### src/include/adcp_pkg.sv
/*
 * adcp_pkg: constants and types for the adc parallel host port.
 * assumes one 50 MHz system clock and a converter core beside the port.
 */
package adcp_pkg;

    // pin-side data bus
    localparam int DATA_W      = 12;
    localparam int ADDR_LO     = 10;
    localparam int CTRL_W      = 10;
    localparam int FIFO_DEPTH  = 16;
    localparam int FIFO_AW     = 4;

    // control register 0 and 1 (pin-side writes)
    localparam logic [1:0] CR0_ADDR     = 2'h0;
    localparam logic [1:0] CR1_ADDR     = 2'h1;
    localparam int         CR0_SINGLE   = 1;
    localparam int         CR1_DAV_PLS  = 0;
    localparam int         CR1_DAV_HI   = 1;
    localparam int         CR1_TRIG_LO  = 2;
    localparam int         CR1_FIFO_RST = 4;
    localparam int         CR1_SEP_STB  = 5;
    localparam logic [CTRL_W-1:0] CR0_RST = 10'h000;
    localparam logic [CTRL_W-1:0] CR1_RST = 10'h000;

    // pipeline latency before first data-available after fifo reset
    localparam logic [4:0] PIPE_LAT = 5'h07;

    // avalon word addresses
    localparam logic [2:0] REG_STATUS = 3'h0;
    localparam logic [2:0] REG_MASK   = 3'h1;
    localparam logic [2:0] REG_CTRL0  = 3'h2;
    localparam logic [2:0] REG_CTRL1  = 3'h3;
    localparam logic [2:0] REG_LEVEL  = 3'h4;

    // status / mask bit positions
    localparam int EV_START = 0;
    localparam int EV_OVFL  = 1;
    localparam int EV_CFGWR = 2;
    localparam int EV_DAV   = 3;
    localparam int EV_W     = 4;

    typedef struct packed {
        logic              valid;
        logic [DATA_W-1:0] data;
    } adcp_sample_s;

endpackage : adcp_pkg

### src/verilog/adcp_host_port.sv
/*
 * adcp_host_port: processor-side parallel port of a four-input sampling adc.
 * holds the pin decode, the control registers, the 16-word sample fifo,
 * the data-available output and an avalon-mm status/interrupt slave.
 * assumes pins already synchronous to clk_sys; converter core pushes
 * samples through smp_in and consumes the start/tick pulses.
 */
// Operation
// [RQ1] select needs low select and high select
// [RQ2] host supplies conversion clock in continuous mode
// [RQ3] single mode: falling start edge holds all
// [RQ4] data-available: fifo level, polarity, level or pulse
// [RQ5] data bits 11:10 address control register
// [RQ6] twelve-bit bidirectional bus, bit 0 lsb
// [RQ7] write pin is read/write or write strobe
// [RQ8] read strobe only used with separate strobes
// [RQ9] host first access must be configuration write
// [RQ10] control 0 bit 1 picks single mode
// [RQ11] continuous: first data-available after seven plus level
// [RQ12] drive bus only during selected read
module adcp_host_port
    import adcp_pkg::*;
(
    // clock and reset
    input  wire logic              clk_sys,
    input  wire logic              rst_n,
    // host pins
    input  wire logic              select_active_low,
    input  wire logic              select_active_high,
    input  wire logic              wr_pin,
    input  wire logic              rd_n,
    input  wire logic [DATA_W-1:0] data_in,
    output logic      [DATA_W-1:0] data_out,
    output logic                   data_oe,
    input  wire logic              conversion_clock_in,
    output logic                   sample_ready_flag,
    // converter core side
    input  wire adcp_sample_s      smp_in,
    output logic                   hold_start,
    output logic                   conv_tick,
    output logic                   single_mode,
    // avalon-mm slave
    input  wire logic [2:0]        avs_address,
    input  wire logic              avs_read,
    input  wire logic              avs_write,
    input  wire logic [31:0]       avs_writedata,
    output logic      [31:0]       avs_readdata,
    output logic                   avs_waitrequest,
    output logic                   irq
);

    function automatic logic [4:0] trig_level(input logic [1:0] sel);
        unique case (sel)
            2'h0:    trig_level = 5'h01;
            2'h1:    trig_level = 5'h04;
            2'h2:    trig_level = 5'h08;
            default: trig_level = 5'h0e;
        endcase
    endfunction : trig_level

    // pin decode
    logic                selected;
    logic                wr_act;
    logic                rd_act;
    logic                wr_prev_ff;
    logic                rd_prev_ff;
    logic                conv_prev_ff;
    logic [CTRL_W-1:0]   ctrl0_ff;
    logic [CTRL_W-1:0]   ctrl1_ff;
    logic [CTRL_W-1:0]   nxt_ctrl0;
    logic [CTRL_W-1:0]   nxt_ctrl1;
    logic                wr_start;
    logic                rd_start;
    logic                fifo_rst;
    logic                conv_fall;
    logic                conv_rise;

    assign selected  = !select_active_low && select_active_high; // [RQ1]
    always_comb
    begin
        if (ctrl1_ff[CR1_SEP_STB])
        begin
            wr_act = selected && !wr_pin;                        // [RQ7]
            rd_act = selected && !rd_n;                          // [RQ8]
        end
        else
        begin
            wr_act = selected && !wr_pin;                        // [RQ7]
            rd_act = selected && wr_pin;
        end
    end
    assign wr_start  = wr_act && !wr_prev_ff;
    assign rd_start  = rd_act && !rd_prev_ff;
    assign conv_fall = conv_prev_ff && !conversion_clock_in;
    assign conv_rise = !conv_prev_ff && conversion_clock_in;
    assign single_mode = ctrl0_ff[CR0_SINGLE];                   // [RQ10]
    assign fifo_rst  = wr_start && (data_in[DATA_W-1:ADDR_LO] == CR1_ADDR)
                       && data_in[CR1_FIFO_RST];

    // control registers; fifo reset bit is a command, not stored
    always_comb
    begin
        nxt_ctrl0 = ctrl0_ff;
        nxt_ctrl1 = ctrl1_ff;
        if (wr_start)
        begin
            unique case (data_in[DATA_W-1:ADDR_LO])              // [RQ5]
                CR0_ADDR: nxt_ctrl0 = data_in[CTRL_W-1:0];
                CR1_ADDR:
                begin
                    nxt_ctrl1 = data_in[CTRL_W-1:0];
                    nxt_ctrl1[CR1_FIFO_RST] = 1'b0;
                end
                default:  nxt_ctrl0 = ctrl0_ff;
            endcase
        end
    end

    // converter pulses: start edge in single mode, tick in continuous
    assign hold_start = single_mode && conv_fall;                // [RQ3]
    assign conv_tick  = !single_mode && conv_rise;               // [RQ2]

    // sample fifo
    logic [DATA_W-1:0]   mem [FIFO_DEPTH];
    logic [FIFO_AW-1:0]  wptr_ff;
    logic [FIFO_AW-1:0]  rptr_ff;
    logic [FIFO_AW:0]    count_ff;
    logic [FIFO_AW-1:0]  nxt_wptr;
    logic [FIFO_AW-1:0]  nxt_rptr;
    logic [FIFO_AW:0]    nxt_count;
    logic                push;
    logic                pop;
    logic                ovfl;
    logic [DATA_W-1:0]   dout_ff;
    logic [DATA_W-1:0]   nxt_dout;

    assign push = smp_in.valid && (count_ff != FIFO_DEPTH[FIFO_AW:0]);
    assign ovfl = smp_in.valid && (count_ff == FIFO_DEPTH[FIFO_AW:0]);
    assign pop  = rd_start && (count_ff != '0);

    always_comb
    begin
        nxt_wptr  = wptr_ff + FIFO_AW'(push);
        nxt_rptr  = rptr_ff + FIFO_AW'(pop);
        nxt_count = count_ff + (FIFO_AW+1)'(push) - (FIFO_AW+1)'(pop);
        nxt_dout  = pop ? mem[rptr_ff] : dout_ff;
        if (fifo_rst)
        begin
            nxt_wptr  = '0;
            nxt_rptr  = '0;
            nxt_count = '0;
        end
    end

    always_ff @(posedge clk_sys)
    begin
        if (push)
            mem[wptr_ff] <= smp_in.data;
    end

    assign data_out = dout_ff;                                   // [RQ6]
    assign data_oe  = rd_act;                                    // [RQ12]

    // data-available with post-reset holdoff
    logic [4:0]          hold_cnt_ff;
    logic [4:0]          nxt_hold_cnt;
    logic                dav_lvl_ff;
    logic                nxt_dav_lvl;
    logic                dav_level;
    logic                dav_assert;
    logic [4:0]          trigger_level;

    assign trigger_level = trig_level(ctrl1_ff[CR1_TRIG_LO +: 2]);
    assign dav_level = (count_ff >= trigger_level) && (hold_cnt_ff == '0);

    always_comb
    begin
        nxt_hold_cnt = hold_cnt_ff;
        // level written with the reset command, not the old one
        if (fifo_rst && !single_mode)                            // [RQ11]
            nxt_hold_cnt = PIPE_LAT + trig_level(data_in[3:2]);
        else if (conv_tick && hold_cnt_ff != '0)
            nxt_hold_cnt = hold_cnt_ff - 5'h01;
        nxt_dav_lvl = dav_level;
    end

    assign dav_assert = ctrl1_ff[CR1_DAV_PLS] ? (dav_level && !dav_lvl_ff)
                                               : dav_level;     // [RQ4]
    assign sample_ready_flag = ctrl1_ff[CR1_DAV_HI] ? dav_assert
                                                    : !dav_assert; // [RQ4]

    // avalon slave with sticky status
    logic [EV_W-1:0]     status_ff;
    logic [EV_W-1:0]     mask_ff;
    logic [EV_W-1:0]     nxt_status;
    logic [EV_W-1:0]     nxt_mask;
    logic [EV_W-1:0]     events;
    logic                ack_ff;
    logic                nxt_ack;
    logic [31:0]         rdata_ff;
    logic [31:0]         nxt_rdata;

    assign events = {dav_level && !dav_lvl_ff, wr_start, ovfl, hold_start};

    always_comb
    begin
        nxt_ack    = (avs_read || avs_write) && !ack_ff;
        nxt_mask   = mask_ff;
        nxt_status = status_ff;
        nxt_rdata  = rdata_ff;
        if (avs_write && ack_ff && avs_address == REG_STATUS)
            nxt_status = status_ff & ~avs_writedata[EV_W-1:0];
        if (avs_write && ack_ff && avs_address == REG_MASK)
            nxt_mask = avs_writedata[EV_W-1:0];
        // a new event wins over a clear in the same cycle
        nxt_status = nxt_status | events;
        if (avs_read && !ack_ff)
        begin
            unique case (avs_address)
                REG_STATUS: nxt_rdata = {28'h0000000, status_ff};
                REG_MASK:   nxt_rdata = {28'h0000000, mask_ff};
                REG_CTRL0:  nxt_rdata = {22'h000000, ctrl0_ff};
                REG_CTRL1:  nxt_rdata = {22'h000000, ctrl1_ff};
                REG_LEVEL:  nxt_rdata = {27'h0000000, count_ff};
                default:    nxt_rdata = 32'h00000000;
            endcase
        end
    end

    assign avs_waitrequest = (avs_read || avs_write) && !ack_ff;
    assign avs_readdata    = rdata_ff;
    assign irq             = |(status_ff & mask_ff);

    always_ff @(posedge clk_sys or negedge rst_n)
    begin
        if (!rst_n)
        begin
            wr_prev_ff   <= 1'b0;
            rd_prev_ff   <= 1'b0;
            conv_prev_ff <= 1'b0;
            ctrl0_ff     <= CR0_RST;
            ctrl1_ff     <= CR1_RST;
            wptr_ff      <= '0;
            rptr_ff      <= '0;
            count_ff     <= '0;
            dout_ff      <= '0;
            hold_cnt_ff  <= '0;
            dav_lvl_ff   <= 1'b0;
            status_ff    <= '0;
            mask_ff      <= '0;
            ack_ff       <= 1'b0;
            rdata_ff     <= '0;
        end
        else
        begin
            wr_prev_ff   <= wr_act;
            rd_prev_ff   <= rd_act;
            conv_prev_ff <= conversion_clock_in;
            ctrl0_ff     <= nxt_ctrl0;
            ctrl1_ff     <= nxt_ctrl1;
            wptr_ff      <= nxt_wptr;
            rptr_ff      <= nxt_rptr;
            count_ff     <= nxt_count;
            dout_ff      <= nxt_dout;
            hold_cnt_ff  <= nxt_hold_cnt;
            dav_lvl_ff   <= nxt_dav_lvl;
            status_ff    <= nxt_status;
            mask_ff      <= nxt_mask;
            ack_ff       <= nxt_ack;
            rdata_ff     <= nxt_rdata;
        end
    end

    property p_sel_gate;
        @(posedge clk_sys) disable iff (!rst_n)
        (select_active_low || !select_active_high) |-> !data_oe;
    endproperty
    a_sel_gate: assert property (p_sel_gate)                     // [RQ1]
        else $error("bus driven while not selected");

    property p_hold_edge;
        @(posedge clk_sys) disable iff (!rst_n)
        (single_mode && $past(conversion_clock_in) && !conversion_clock_in)
        |-> hold_start && !conv_tick;
    endproperty
    a_hold_edge: assert property (p_hold_edge)                   // [RQ3]
        else $error("falling start edge gave no hold");

    property p_hold_sts;
        @(posedge clk_sys) disable iff (!rst_n)
        hold_start |=> status_ff[EV_START];
    endproperty
    a_hold_sts: assert property (p_hold_sts)                     // [RQ3]
        else $error("start event not recorded");

    property p_dav_pol;
        @(posedge clk_sys) disable iff (!rst_n)
        (!ctrl1_ff[CR1_DAV_PLS] && count_ff == 5'h00)
        |-> sample_ready_flag == !ctrl1_ff[CR1_DAV_HI];
    endproperty
    a_dav_pol: assert property (p_dav_pol)                       // [RQ4]
        else $error("data-available active with empty fifo");

    property p_cr_addr;
        @(posedge clk_sys) disable iff (!rst_n)
        (wr_start && data_in[11:10] == 2'h0)
        |=> ctrl0_ff == $past(data_in[CTRL_W-1:0]);
    endproperty
    a_cr_addr: assert property (p_cr_addr)                       // [RQ5]
        else $error("control 0 write not stored");

    property p_rd_drive;
        @(posedge clk_sys) disable iff (!rst_n)
        (ctrl1_ff[CR1_SEP_STB] && rd_n) |-> !data_oe;
    endproperty
    a_rd_drive: assert property (p_rd_drive)                     // [RQ8]
        else $error("bus driven without read strobe");

    property p_mode;
        @(posedge clk_sys) disable iff (!rst_n)
        conv_tick |-> !ctrl0_ff[1] && !hold_start;
    endproperty
    a_mode: assert property (p_mode)                             // [RQ10]
        else $error("tick seen in single mode");

    property p_holdoff;
        @(posedge clk_sys) disable iff (!rst_n)
        (fifo_rst && !single_mode)
        |=> hold_cnt_ff == PIPE_LAT + trigger_level && !dav_level;
    endproperty
    a_holdoff: assert property (p_holdoff)                       // [RQ11]
        else $error("holdoff not loaded after fifo reset");

    property p_wait;
        @(posedge clk_sys) disable iff (!rst_n)
        (avs_read && avs_waitrequest) |=> !avs_waitrequest;
    endproperty
    a_wait: assert property (p_wait)
        else $error("avalon read not answered in one cycle");

endmodule : adcp_host_port

### config.mk
export PLATFORM = sky130hd
export DESIGN_NAME = adcp_host_port
export DESIGN_NICKNAME = d
export VERILOG_FILES = /design/src/include/adcp_pkg.sv /design/src/verilog/adcp_host_port.sv
export SDC_FILE = /design/constraint.sdc
export NUM_CORES = 1
export LEC_CHECK = 0
export BUFFER_PORTS_ARGS = -buffer_cell sky130_fd_sc_hd__buf_2
export CAP_MARGIN = 20
export CORE_MARGIN = 2
export CORE_UTILIZATION = 50
export CTS_BUF_LIST = sky130_fd_sc_hd__clkbuf_4 sky130_fd_sc_hd__clkbuf_8
export CTS_CLUSTER_DIAMETER = 100
export CTS_CLUSTER_SIZE = 16
export DETAILED_ROUTE_END_ITERATION = 10
export PLACE_DENSITY = 0.73
export SLEW_MARGIN = 20
export SYNTH_ARGS = -nofsm -noshare
export SYNTH_HDL_FRONTEND = slang
export SYNTH_SLANG_ARGS = --single-unit
### constraint.sdc
create_clock -name clk_sys -period 8.2 [get_ports clk_sys]
set_clock_uncertainty 0.2 [all_clocks]
set_input_delay 0.41 -clock clk_sys [delete_from_list [all_inputs] [get_ports clk_sys]]
set_output_delay 0.41 -clock clk_sys [all_outputs]
set_load 0.005 [all_outputs]
[Word level (Yosys, flattened, before mapping)]
Memories as Yosys holds them, arrays and structs flattened. A register that Yosys moved wholly into a read port is not among the register bits.
Index checks and enable logic that the tools add are counted.
W data, S select, Z words.
Storage, ports and cells
  flip-flop bits (word level): 82
  latch bits: 0
  RAM bits: 192
  bits in read-only memories: 0
  input bits: 69
  output and inout bits: 51
  word-level logic and storage cells: 100
  memories: 1
Cells by class
  add/sub/neg operators: 6
  multiply operators: 0
  divide/modulo/power cells: 0
  $lt $le $gt $ge: 1
  equal/unequal tests: 11
  shift-type cells: 0
  multiplexer cells: 15
  bitwise logic cells: 4
  reductions and logical operators: 48
Memory list
  mem: words 16, width 12, read ports 1, clocked after Yosys merged registers in 1, wr ports 1, line adcp_host_port.sv:124  | logic [DATA_W-1:0] mem [FIFO_DEPTH];
Operators by type and width (count)
  $pmux W10 S5: 1
  $logic_and A1 B1 Y1: 24
  $pmux W4 S3: 2
  $mux W5: 4
  $logic_not A1 Y1: 12
  $mux W4: 3
  $reduce_bool A5 Y1: 2
  $add A4 B1 Y4: 2
  $and A4 B4 Y4: 2
  $eq A2 B1 Y1 const B: 3
  $eq A3 B2 Y1 const B: 2
  $logic_not A2 Y1: 3
  $add A3 B5 Y5 const A: 1
  $add A5 B1 Y5: 1
  $eq A5 B5 Y1 const B: 1
  $ge A5 B5 Y1: 1
  $logic_not A5 Y1: 1
  $mux W1: 5
  $ne A5 B5 Y1 const B: 1
  $sub A5 B1 Y5: 1
  $sub A5 B1 Y5 const B: 1
  $eq A2 B2 Y1 const B: 2
  $not A4 Y4: 1
  $or A4 B4 Y4: 1
  other kinds (7): 8

[Depth between registers and ports, before layout]
  depth after elaboration: 10
  gate-level depth with buffers: 13
  gate-level depth less buffers: 12

[Worst setup path after synthesis]
No wires, ideal clock.
  path kind: register to register
  from: reg count_ff[2]
  to: mem mem[0][0], enable pin
  setup time: 396 ps
  data arrival time: 2342 ps
  data required time: 7604 ps
  slack: 5262 ps
  cell stages (with the launch flop): 8
  path buffers: 1
  clock period less this slack: 2938 ps
  path through: dfrtp_1 > inv_1 > ha_1 > and4bb_1 > nor2b_1 > buf_2 > or3b_1 > nor3_1
Between the ends
  cells in the longest elaborated chain, start to end: 4
RTL lines
  start, declared: line adcp_host_port.sv:127  | logic [FIFO_AW:0] count_ff;
  start signal, assigned: line adcp_host_port.sv:263  | count_ff <= nxt_count;
  $ne A5 B5 Y1: line adcp_host_port.sv:137  | assign push = smp_in.valid && (count_ff != FIFO_DEPTH[FIFO_AW:0]);
  $logic_and A1 B1 Y1: line adcp_host_port.sv:137
  $mux W1: line adcp_host_port.sv:157  | if (push)
  $mux W1 (not written as such): line adcp_host_port.sv:158  | mem[wptr_ff] <= smp_in.data;
  end, declared: line adcp_host_port.sv:124
No other way between the ends.

[Worst setup path in the final report]
  from: reg hold_cnt_ff[0]
  to: out sample_ready_flag
Between the ends
  cells in the longest elaborated chain, start to end: 6
RTL lines
  start, declared: line adcp_host_port.sv:165  | logic [4:0] hold_cnt_ff;
  start signal, assigned: line adcp_host_port.sv:265  | hold_cnt_ff <= nxt_hold_cnt;
  $logic_not A5 Y1 (*): line adcp_host_port.sv:174  | assign dav_level = (count_ff >= trigger_level) && (hold_cnt_ff == '0);
  $logic_and A1 B1 Y1 (*): line adcp_host_port.sv:174
  $logic_and A1 B1 Y1: line adcp_host_port.sv:187  | assign dav_assert = ctrl1_ff[CR1_DAV_PLS] ? (dav_level && !dav_lvl_ff)
  $mux W1 (*): line adcp_host_port.sv:187
  $logic_not A1 Y1: line adcp_host_port.sv:190  | : !dav_assert;
  $mux W1 (*): line adcp_host_port.sv:189  | assign sample_ready_flag = ctrl1_ff[CR1_DAV_HI] ? dav_assert
  end, declared: line adcp_host_port.sv:36  | output logic sample_ready_flag,
Mark *: on every way between the ends. The rest lies on a longest branch, timed or not.

==> flow_summary.yaml <==
critical_path:
  required_ns: 7.59
  critical_path_arrival_ns: 2.62
  crit_fanout: 9
  start_kind: "flip-flop"
  end_kind: "primary output"
  crit_type: "flip-flop to primary output"
placement:
  gp_congestion: 0.7923
  hpwl_um: 13830
  io_buffers: 69
  place_inst: 985
  pre_cts_slack_ns: 5.007
clock_network:
  path_clk_slew_ns: 0.10
  clock_latency_ns: 0.55
  cts_made_buffers: 20
  cts.sinks: 264
  cts_tree: "built"
  root_buffer: "clkbuf_8"
  h-tree-depth: 1
  cts_resized: 0
  clockBufferDepth: 3
sta:
  max_freq_mhz: 309.3
  rsz0062_at_grt: "no"
  fin_ws_ns: 4.967
  drv_slew: 0
  tns_ns: 0
  fin_crit_sh_pct: 39.43
  relSlewSlack_pct: 34.97
  worst_slew_pin_slew_ns: 0.9755
  holdWs_ns: 0.02174
  hold_violations: 0
  min_period_ns: 3.233
  setup_viol_count_final: 0
detailed_routing:
  wl_um: 21880
  drtPass1Iterations: 4
  top_layer: "met5"
  drc: 0
  wl_met1_um: 9170
  wl_per_cell_um: 20.98
  route.met3.wl_um: 1401
  route.met2.wl_um: 10890
  vias: 5969
  vias_per_cell: 5.723
  ant_nets: 0
  drt-initial-drc-count: 416
outcome:
  status: "complete, no violations"
yosys:
  syn_inst: 646
  synth_edf_count: 192
  syn-cell-area_mm2: 0.01107
  ys_async_sr_fraction_pct: 27.27
  seq_area_frac_synth_pct: 68.38
  ys_warn_count: 0
  synth_flop_cell: "edfxtp_1"
  synth_area_per_cell_um2: 17.13
  synth_cell_types: 59
  synth.ff_latch_count: 264
floorplanning:
  core-area_mm2: 0.02176
  die_h_um: 152.8
  start_util_pct: 50.87
  dieArea_mm2: 0.02334
  die_w_um: 152.8
  row_count: 54
  num_io_pins: 120
cells_and_area:
  num-nets-final: 840
  area_growth_pct: 11.40
  nFillCells: 1623
  drive_gt1_share_pct: 26.61
  num_antenna_cells: 0
  instances_no_fill: 1043
global_route:
  grt_overflow: 0
  grt_max_degree: 73
  grtUsageTotal_pct: 18.80
  antenna_found_initial: 1
  grt_pass1_wl_um: 34180
  grt_pass1_vias: 6226
power:
  power_mw: 3.620
  ir_drop_mv: 0.1692
  p_leak_nw: 4.552
  power_density_mw_per_mm2: 293.6
flow_run:
  maxCapViolations: 0
hold_path:
  hp-class: "input port to flip-flop"
## registers in the layout (all words and copies together), names as in the netlist
| register | cells |
|---|---|
| ctrl0_ff | 10 |
| dav_lvl_ff | 1 |
| wptr_ff | 4 |
| hold_cnt_ff | 5 |
| mask_ff | 4 |
| ack_ff | 1 |
| ctrl1_ff | 9 |
| status_ff | 4 |
| data_out | 12 |
| wr_prev_ff | 1 |
| avs_readdata | 10 |
| rd_prev_ff | 1 |
| mem | 192 |
| rptr_ff | 4 |
| count_ff | 5 |
| conv_prev_ff | 1 |
## timing repair
action	in CTS	in global routing
hold buffers	24	0
endpoints found under the hold margin	124	0
setup buffers	0	0
endpoints found under the setup margin	0	0
## metrics by stage
step           util [%]  area, µm²
2_1_floorplan         -      11150
3_3_place_gp      53.77      11700
3_5_place_dp      53.77      11700
4_1_cts           56.67      12330
5_1_grt           56.67      12330
6_report          56.67      12330
## area by class of cell
type | count | area, µm² | share of cell area, %
clock inverters | 2 | 25.02 | 0.2030
repair buffers | 113 | 738.2 | 5.988
clock buffers | 32 | 365.4 | 2.964
multi-input cells | 336 | 3219 | 26.11
well taps | 280 | 350.3 | 2.842
inverters | 16 | 60.06 | 0.4872
flip-flops and latches | 264 | 7570 | 61.40
## cells in the mapped netlist (2+ instances only)
cell type  number  area (µm²)
edfxtp_1      192        5766
dfrtp_1        72        1802
mux4_2         49        1104
mux2i_1        28       280.3
nand2_1        26       97.59
nor2_1         26       97.59
buf_4          22       165.2
ha_1           19       237.7
a21oi_1        15       75.07
inv_1          15       56.30
mux2_1         15       168.9
mux2_2         13       146.4
o21ai_1        13       65.06
o22ai_1        12       75.07
buf_2          11       55.05
clkbuf_1       11       41.29
nor2b_1        11       68.82
nor3_1         10       50.05
nand3_1         7       35.03
o21ai_0         6       30.03
xor2_1          6       52.55
mux2_4          5       75.07
nand2b_1        5       31.28
xnor2_1         5       43.79
a21o_1          4       30.03
buf_1           4       15.01
nand3b_1        3       22.52
o2bb2ai_1       3       26.28
a22o_1          2       17.52
a22oi_1         2       15.01
buf_6           2       22.52
nor3b_1         2       15.01
nor4_1          2       12.51
o41ai_1         2       17.52
or3b_1          2       17.52
## per-layer routing
layer	vias to the layer above	global-route usage, %
li1	2641	-
met3	32	3.299
met4	2	4.409
met5	-	0
met2	225	31.73
met1	3069	25.82
## worst max-delay path: stages, from the launching register on
cell and delay [ns]:
dfrtp_1 0.39, inv_1 0.11, ha_1 0.15, or4b_1 0.61, a221oi_2 0.36, o41ai_1 0.14
a211oi_2 0.19, buf_2 0.15
## final timing paths
path	from	endpoint	slack, ns	cells after the start
max	hold_cnt_ff[0]	sample_ready_flag	4.97	7
min	smp_in[5]	mem[6][5]	0.02	1
max reg2reg	count_ff[2]	mem[4][1]	4.99	7
min reg2reg	ack_ff	ack_ff	0.26	1
max in group asynchronous	rst_n	rptr_ff[1]	6.76	2
min in group asynchronous	rst_n	data_out[8]	0.36	2
## kinds of logic after synthesis
| logic type | after synthesis | synth area share (%) |
|---|---|---|
| simple gates | 106 | 5.054 |
| fa+ha+maj | 20 | 2.329 |
| compound gates | 67 | 3.878 |
| buf+inv | 67 | 3.426 |
| xor+xnor | 11 | 0.8705 |
| other cells | 1 | 0.03388 |
| flops | 264 | 68.38 |
| mux | 110 | 16.03 |
## power by group
part | internal (mW) | total [mW] | switching, mW
clock network | 0.288 | 0.693 | 0.405
logic | 0.551 | 1.13 | 0.577
registers | 1.65 | 1.80 | 0.144
## cells in the final DEF (no fill, tap or decap), drive strengths merged, types with 4 or more instances in the layout
| master | count |
|---|---|
| nand2b | 5 |
| conb | 22 |
| mux2 | 33 |
| inv | 17 |
| buf | 89 |
| nor2b | 11 |
| mux4 | 49 |
| xnor2 | 5 |
| mux2i | 28 |
| nand2 | 26 |
| nor2 | 26 |
| nand3 | 7 |
| o21ai | 19 |
| dfrtp | 72 |
| a21oi | 15 |
| edfxtp | 192 |
| nor3 | 11 |
| a21o | 4 |
| o22ai | 12 |
| xor2 | 6 |
| clkbuf | 32 |
| dlygate4sd3 | 24 |
| ha | 19 |
Power figures use the tool's default switching activity.
